[src/shared/conv_out_defines.svh]
// constants for the conversion output stage
`ifndef CONV_OUT_DEFINES_SVH
`define CONV_OUT_DEFINES_SVH
`define CONV_RES_W 14
`define CONV_CODE_MIN 14'h0000
`define CONV_CODE_MAX 14'h3FFF
`define CONV_PIPE_LAT 3
`define CONV_SRC_W 16
`endif

[src/shared/conv_out_pkg.sv]
// types for the conversion output stage
package conv_out_pkg;
   typedef struct packed {
      logic out_of_range_flag;
      logic [13:0] result;
   } sample_s;
   typedef enum logic [1:0] {
      RANGE_IN,
      RANGE_UNDER,
      RANGE_OVER
   } range_e;
endpackage

[src/hdl/conv_out.sv]
// pipelined converter output stage with out-of-range flag
// Operation
// - flag updates with its result word
// - flag and result share pipeline latency
// - flag low for in-span input
// - flag high beyond span either side
// - flag per word, valid only while out_valid_o is high; not held between words
// - timing from both sampling clock edges
// - unsigned 14-bit result, clamped at limits
`timescale 1ns/10ps
`include "conv_out_defines.svh"
module conv_out #(
   parameter int PIPE_LAT = `CONV_PIPE_LAT
) (
   input wire logic mclk_i,
   input wire logic rst_n_i,
   input wire logic sclk_i,
   input wire logic signed [`CONV_SRC_W-1:0] ain_i,
   input wire logic out_ready_i,
   output logic [`CONV_RES_W-1:0] result_o,
   output logic out_of_range_flag_o,
   output logic out_valid_o
);
   // the stage array and its valid vector need at least one stage
   if (PIPE_LAT < 1 || PIPE_LAT > 16) begin : g_bad_lat
      $error("PIPE_LAT out of range");
   end

   // analog stand-in: signed 16-bit, span is -8192..8191
   localparam logic signed [15:0] LO = 16'shE000;
   localparam logic signed [15:0] HI = 16'sh1FFF;

   function automatic conv_out_pkg::sample_s quantise(
      input logic signed [15:0] v);
      conv_out_pkg::sample_s s;
      s.out_of_range_flag = (v < LO) || (v > HI);
      if (v < LO)
         s.result = `CONV_CODE_MIN;
      else if (v > HI)
         s.result = `CONV_CODE_MAX;
      else
         s.result = {~v[13], v[12:0]};
      return s;
   endfunction

   // three-stage pin synchroniser for the sampling clock
   logic [2:0] sc_r, sc_nxt;
   logic sc_lvl_r, sc_lvl_nxt;
   always_comb begin
      sc_nxt = {sc_r[1:0], sclk_i};
      sc_lvl_nxt = (sc_r[2] == sc_r[1]) ? sc_r[2] : sc_lvl_r;
   end
   always_ff @(posedge mclk_i) begin
      if (!rst_n_i) begin
         sc_r <= 3'h0;
         sc_lvl_r <= 1'b0;
      end else begin
         sc_r <= sc_nxt;
         sc_lvl_r <= sc_lvl_nxt;
      end
   end
   wire logic sc_change = (sc_r[2] == sc_r[1]) && (sc_r[2] != sc_lvl_r);
   // rising edge samples, falling edge advances the pipeline
   wire logic samp_en = sc_change && sc_r[2];
   wire logic adv_en = sc_change && !sc_r[2];

   // flag and result share one struct so they cannot drift apart
   conv_out_pkg::sample_s hold_r, hold_nxt;
   conv_out_pkg::sample_s pipe_r [PIPE_LAT];
   conv_out_pkg::sample_s pipe_nxt [PIPE_LAT];
   logic [PIPE_LAT-1:0] pv_r, pv_nxt;
   logic hv_r, hv_nxt;
   logic stall;

   always_comb begin
      hold_nxt = hold_r;
      hv_nxt = hv_r;
      pipe_nxt = pipe_r;
      pv_nxt = pv_r;
      if (samp_en) begin
         hold_nxt = quantise(ain_i);
         hv_nxt = 1'b1;
      end
      // a stalled exit freezes the pipe; sample-held word waits until the next sample overwrites it
      if (adv_en && !stall) begin
         pipe_nxt[0] = hold_r;
         pv_nxt[0] = hv_r;
         hv_nxt = 1'b0;
         for (int i = 1; i < PIPE_LAT; i++) begin
            pipe_nxt[i] = pipe_r[i-1];
            pv_nxt[i] = pv_r[i-1];
         end
      end
   end
   always_ff @(posedge mclk_i) begin
      if (!rst_n_i) begin
         hold_r <= '0;
         hv_r <= 1'b0;
         pv_r <= '0;
         for (int i = 0; i < PIPE_LAT; i++)
            pipe_r[i] <= '0;
      end else begin
         hold_r <= hold_nxt;
         hv_r <= hv_nxt;
         pv_r <= pv_nxt;
         pipe_r <= pipe_nxt;
      end
   end

   // two-entry output buffer
   conv_out_pkg::sample_s buf_r [2], buf_nxt [2];
   logic [1:0] cnt_r, cnt_nxt;
   wire logic push = adv_en && !stall && pv_r[PIPE_LAT-1];
   wire logic pop = out_valid_o && out_ready_i;
   assign stall = (cnt_r == 2'h2) && !out_ready_i;

   always_comb begin
      buf_nxt = buf_r;
      cnt_nxt = cnt_r;
      if (pop) begin
         buf_nxt[0] = buf_r[1];
         cnt_nxt = cnt_nxt - 2'h1;
      end
      if (push) begin
         buf_nxt[cnt_nxt[0]] = pipe_r[PIPE_LAT-1];
         cnt_nxt = cnt_nxt + 2'h1;
      end
   end
   always_ff @(posedge mclk_i) begin
      if (!rst_n_i) begin
         buf_r[0] <= '0;
         buf_r[1] <= '0;
         cnt_r <= 2'h0;
      end else begin
         buf_r <= buf_nxt;
         cnt_r <= cnt_nxt;
      end
   end

   // registered outputs mirror the buffer head
   always_ff @(posedge mclk_i) begin
      if (!rst_n_i) begin
         result_o <= '0;
         out_of_range_flag_o <= 1'b0;
         out_valid_o <= 1'b0;
      end else begin
         result_o <= buf_nxt[0].result;
         out_of_range_flag_o <= buf_nxt[0].out_of_range_flag;
         out_valid_o <= (cnt_nxt != 2'h0);
      end
   end

   // code and flag checks: a flag never rides on an unclamped code
   AST_CLAMP_HI: assert property (@(posedge mclk_i)
      disable iff (!rst_n_i)
      out_valid_o && result_o != `CONV_CODE_MAX && result_o != `CONV_CODE_MIN
      |-> !out_of_range_flag_o)
      else $error("flag set on unclamped code");
   AST_FLAG_CODE: assert property (@(posedge mclk_i)
      disable iff (!rst_n_i)
      hv_r && hold_r.out_of_range_flag |->
      hold_r.result == `CONV_CODE_MAX || hold_r.result == `CONV_CODE_MIN)
      else $error("flagged sample not clamped");
   AST_SAMPLE: assert property (@(posedge mclk_i)
      disable iff (!rst_n_i)
      samp_en && (ain_i > HI) |=> hold_r.out_of_range_flag
      && hold_r.result == `CONV_CODE_MAX)
      else $error("overrange sample wrong");
   AST_UNDER: assert property (@(posedge mclk_i)
      disable iff (!rst_n_i)
      samp_en && (ain_i < LO) |=> hold_r.out_of_range_flag
      && hold_r.result == `CONV_CODE_MIN)
      else $error("underrange sample wrong");
   AST_INSPAN: assert property (@(posedge mclk_i)
      disable iff (!rst_n_i)
      samp_en && (ain_i >= LO) && (ain_i <= HI) |=>
      !hold_r.out_of_range_flag)
      else $error("in-span sample flagged");
   AST_PAIR: assert property (@(posedge mclk_i)
      disable iff (!rst_n_i)
      adv_en && !stall |=> pipe_r[0] == $past(hold_r))
      else $error("stage zero lost pairing");
   AST_EDGES: assert property (@(posedge mclk_i)
      disable iff (!rst_n_i)
      !(samp_en && adv_en))
      else $error("both edges in one cycle");
   AST_HOLD: assert property (@(posedge mclk_i)
      disable iff (!rst_n_i)
      out_valid_o && !out_ready_i |=> out_valid_o && $stable(result_o)
      && $stable(out_of_range_flag_o))
      else $error("output changed under stall");
   // edge strobes must be single pulses or a sample would be taken twice
   AST_SAMP_PULSE: assert property (@(posedge mclk_i)
      disable iff (!rst_n_i)
      samp_en |=> !samp_en)
      else $error("sample strobe longer than one cycle");
   AST_ADV_PULSE: assert property (@(posedge mclk_i)
      disable iff (!rst_n_i)
      adv_en |=> !adv_en)
      else $error("advance strobe longer than one cycle");
   AST_HOLD_TAKEN: assert property (@(posedge mclk_i)
      disable iff (!rst_n_i)
      adv_en && !stall |=> !hv_r)
      else $error("held sample not taken by the pipe");
   AST_STAGE_FLAG: assert property (@(posedge mclk_i)
      disable iff (!rst_n_i)
      pv_r[PIPE_LAT-1] && pipe_r[PIPE_LAT-1].out_of_range_flag |->
      pipe_r[PIPE_LAT-1].result == `CONV_CODE_MAX
      || pipe_r[PIPE_LAT-1].result == `CONV_CODE_MIN)
      else $error("flag parted from its code in the pipe");
   AST_PUSH_HEAD: assert property (@(posedge mclk_i)
      disable iff (!rst_n_i)
      push && cnt_r == 2'h0 |=>
      {out_of_range_flag_o, result_o} == $past(pipe_r[PIPE_LAT-1]))
      else $error("output word differs from last stage");
   AST_OUT_PAIR: assert property (@(posedge mclk_i)
      disable iff (!rst_n_i)
      out_valid_o |-> {out_of_range_flag_o, result_o} == buf_r[0])
      else $error("output word differs from buffer head");
   AST_VALID_CNT: assert property (@(posedge mclk_i)
      disable iff (!rst_n_i)
      out_valid_o == (cnt_r != 2'h0) && cnt_r != 2'h3)
      else $error("valid and buffer count disagree");
   // a single-stage pipe has no inner shift to watch
   if (PIPE_LAT > 1) begin : g_shift_chk
      AST_SHIFT: assert property (@(posedge mclk_i)
         disable iff (!rst_n_i)
         adv_en && !stall |=> pipe_r[1] == $past(pipe_r[0])
         && pv_r[1] == $past(pv_r[0]))
         else $error("pipeline shift lost a sample");
   end
endmodule

[config.mk]
export PLATFORM = sky130hd
export DESIGN_NAME = conv_out
export DESIGN_NICKNAME = d
export VERILOG_FILES = /design/src/shared/conv_out_pkg.sv /design/src/hdl/conv_out.sv
export VERILOG_INCLUDE_DIRS = /design/src /design/src/shared
export SDC_FILE = /design/constraint.sdc
export NUM_CORES = 1
export LEC_CHECK = 0
export CELL_PAD_IN_SITES_DETAIL_PLACEMENT = 1
export CELL_PAD_IN_SITES_GLOBAL_PLACEMENT = 1
export CORE_AREA = 3 3 78 117
export DETAILED_ROUTE_END_ITERATION = 16
export DIE_AREA = 0 0 81 120
export DONT_BUFFER_PORTS = 1
export PLACE_DENSITY_LB_ADDON = 0.15
export SLEW_MARGIN = 20
export SYNTH_ARGS = -nofsm -noshare
export SYNTH_HDL_FRONTEND = slang
export SYNTH_SLANG_ARGS = --single-unit
[constraint.sdc]
create_clock -name mclk_i -period 2.95 [get_ports mclk_i]
set_clock_uncertainty 0.15 [all_clocks]
set_input_delay 0.59 -clock mclk_i [delete_from_list [all_inputs] [get_ports mclk_i]]
set_output_delay 0.59 -clock mclk_i [all_outputs]
set_load 0.1 [all_outputs]
## After elaboration in Yosys (flattened, before gate mapping)

Index checks and enable logic that the tools add are counted.

- Register bits after elaboration: 101
- Input port bits: 20

- Add/sub/neg operators: 2
- $lt $le $gt $ge: 4
- Equality and inequality tests: 3
- Mux-type cells: 9
- Bitwise logic cells: 3
- Reductions and logical operators: 14

Operator list:

| cell | count |
|---|---|
| bitwise mux 30 bit | 1 |
| 2-to-1 mux 15 bit | 2 |
| 2-to-1 mux 30 bit | 1 |
| 2-to-1 mux 14 bit | 2 |
| > comparator 16 x 14 -> 1 bit (second input constant) | 1 |
| < comparator 16 x 14 -> 1 bit (second input constant) | 1 |
| demux 15 bit (select 1 bit) | 1 |
| logical AND 1 bit | 8 |
| 2-to-1 mux 2 bit | 2 |
| zero test 1 bit | 3 |
| adder 2 x 1 -> 2 bit (second input constant) | 1 |
| equality test 2 bit (second input constant) | 1 |
| >= comparator 2 bit (second input constant) | 1 |
| < comparator 2 x 1 -> 1 bit (second input constant) | 1 |
| inverter 1 bit | 2 |
| inverter 1 -> 2 bit | 1 |
| nonzero test 2 bit | 1 |
| OR reduction 2 bit | 1 |
| subtractor 2 x 1 -> 2 bit (second input constant) | 1 |
| equality test 1 bit | 1 |
| logical OR 1 bit | 1 |
| != test 1 bit | 1 |

## Longest topological paths before layout

- Depth in word-level cells: 9
- Gate-level depth with buffers: 12
- Gate-level depth less buffers: 8

## Least setup slack after synthesis

OpenSTA, ideal clock, no wires.

- Path kind: register to register
- Start point: register out_valid_o
- End point: register (tool-made name)
- Arrival: 2.835 ns
- Required time: 2.672 ns
- Slack: -0.163 ns
- Cell stages (with the launch flop): 11
- Path through: dfxtp_1 buf_2 nand2_2 xnor2_1 inv_1 buf_2 ha_1 clkbuf_1 buf_2 mux2i_1 nor2_1

RTL lines:

| item | RTL line | text |
|---|---|---|
| from (decl) | conv_out.sv:22 | `output logic out_valid_o` |
| from (signal assigned) | conv_out.sv:149 | `out_valid_o <= (cnt_nxt != 2'h0);` |

==> qor.yml <==
outcome: "finished, final reports clean"
drt_wl_total_mm: 7.98
cts-hold-fix-buffers: 0
final_common_cell: "nand2_1"
p_seq_share_pct: 52.8
synth-seq-cells: 101
grt_overflow: 0
hold_viol: 0
post-route-min-period_ns: 2.18
ios: 36
setup_viol_count_final: 0
syn_avg_cell_area_um2: 8.32
cts_setup_buffers: 0
core_region_area_um2: 8310
placed_area_um2: 3840
crit_path_end_kind: "flop"
synth_largest_area_cell: "dfxtp_1"
regArea_um2: 2020
die_area_um2: 9720
synth-edff-count: 0
p_comb_share_pct: 4.0
antenna_found_initial: 0
hold_path.class: "input pin to flop"
clock_sinks: 101
drive_gt1_share_pct: 7.71
drtPass1Iterations: 4
start_kind: "flop"
drt_iter0_markers: 104
path_cells: "nand2_2, xnor2_1, inv_1, ha_1, buf_4, mux2i_1, nor2_1"
worstSetupPathType: "flop to flop"
cts_tree: "yes"
synth_cells: 462
drc: 0
ys_seq_area_share_pct: 52.6
cap_violations: 0
reg2reg_depth: 7
final_area_um2: 4130
cp.required_ns: 3.03
wire_per_inst_um: 14.6
p_int_mw: 2.03
synth_cell_types: 28
cts-root-buf: "clkbuf_16"
finalCritPeriodShare_pct: 73.9
cts_resized: 0
cts.path.max_buffers: 2
start_util_pct: 46.3
grt_usage_pct: 17.7
final_cell_mix: "nand2_1, dfxtp_1, a21oi_1, nor2_1, o21ai_0"
diodes: 0
nFillCells: 1038
rows: 41
min_path_cells: 1
timing.slew.headroom_pct: 35.2
grt_max_degree: 50
synthTopCellsByArea: "dfxtp_1, nand2_1, a21oi_1"
slew_viol_final: 0
die_w_um: 81
yosys_warnings: 0
worstPathArrival_ns: 2.26
synthArstFlopShare_pct: 0
via_per_inst: 5.27
numCtsBuffers: 9
place.gp.congestion: 0.816
final_antenna_net_count: 0
yosysTopAreaCellShare_pct: 52.6
tightestPinTransition_ns: 0.971
switchingPower_uw: 574
clkPwrFrac_pct: 43.2
vias: 2887
ir_drop_mv: 0.434
syn_nets: 484
rsz0062_at_grt: "no"
grt_pass1_wl_mm: 13.8
clk_latency_ns: 0.34
power.density_nw_per_um2: 632
hpwlAfterDp_mm: 5.48
syn2layout_area_growth_pct: 7.32
crit_slowest_cell: "inv_1"
clk_pin_slew_ns: 0.06
nNetsFinal: 458
crit_fanout: 17
grt_pass1_vias: 2943
fmax_ghz: 0.459
die_h_um: 120
portBuffers: 0
p_leak_nw: 1.36
sw_frac_of_total_pct: 22.0
synth_area_um2: 3840
multi_input_area_um2: 1550
tns_ns: 0
critical_path.max_stage_delay_ns: 0.39
h-tree-depth: 3
yosys_most_used_dff: "dfxtp_1"
## synth_stat cells, types with 2 or more instances
cell type and count:
buf_2 11, ha_1 2, a21oi_1 64, clkbuf_1 21, dfxtp_1 101, nand3_1 16
nor2_1 20, inv_1 6, or3_1 2, o21ai_0 17, buf_1 2, buf_4 15
and2_1 2, a311oi_1 15, nor3_1 15, mux2i_1 15, nand2_1 127
## worst max-delay path, delay by kind of cell, from the launching register on
family	cells	cell delay, ns
mux	1	0.22
simple gates	2	0.25
flops	1	0.34
fa+ha+maj	1	0.27
buf+inv	2	0.59
xor+xnor	1	0.24
## power groups by stage
| stage | sequential (mW) | combinational [mW] | clock [mW] |
|---|---|---|---|
| finish | 1.38 | 0.106 | 1.13 |
| global route | 1.38 | 0.118 | 1.22 |
| CTS | 1.38 | 0.108 | 1.16 |
| detailed placement | 1.41 | 0.108 | 0 |
| global placement | 1.41 | 0.104 | 0 |
| floorplan | 1.42 | 0.0740 | 0 |
## routing by layer
metal  share of wire (%)  global-route usage, %  vias to the layer above
li1                    -                      -                     1484
met1                  45                   21.4                     1353
met2                  51                   29.9                       40
met3                 2.9                   4.20                       10
met4                 1.4                   6.55                        0
met5                   0                      0                        -
## worst paths after layout
kind	endpoint	slack, ns	from
setup reg to reg	flop	0.77	out_valid_o
hold / removal	hold_r[13]	0.19	ain_i[15]
hold reg to reg	pipe_r[12]	0.30	pipe_r[27]
setup / recovery	flop	0.77	out_valid_o
## kinds of logic (layout without fill, tap and decap cells)
logic type,Yosys count,after routing,synth area share (%)
xor gates and xnor gates,1,1,0.228
adders and majority gates,2,2,0.651
DFF,101,101,52.6
buffers and inverters,55,34,7.19
AOI/OAI and AO/OA,99,99,14.5
and+or+nand+nor,188,188,20.6
muxes,16,16,4.20
## layout make-up
cell class	instances	share of cell area, %
timing repair buffer	12	2.49
multi-input combinational	306	37.7
clock inverter	3	0.455
clock buffer	13	6.55
sequential	101	49.0
inverter	6	0.546
tap	107	3.25
## stage by stage
stage               util, %  hold slack, ns  setup slack [ns]  std cells  power [mW]
floorplan                 -           0.262             0.173        462        1.50
CTS                    49.6           0.177             0.747        548        2.64
detailed placement     46.2           0.294             0.522        532        1.52
global placement       46.2           0.286             0.646        532        1.51
global route           49.6           0.186             0.570        548        2.72
finish                 49.6           0.190             0.770        548        2.61
Power figures use the tool's default switching activity.
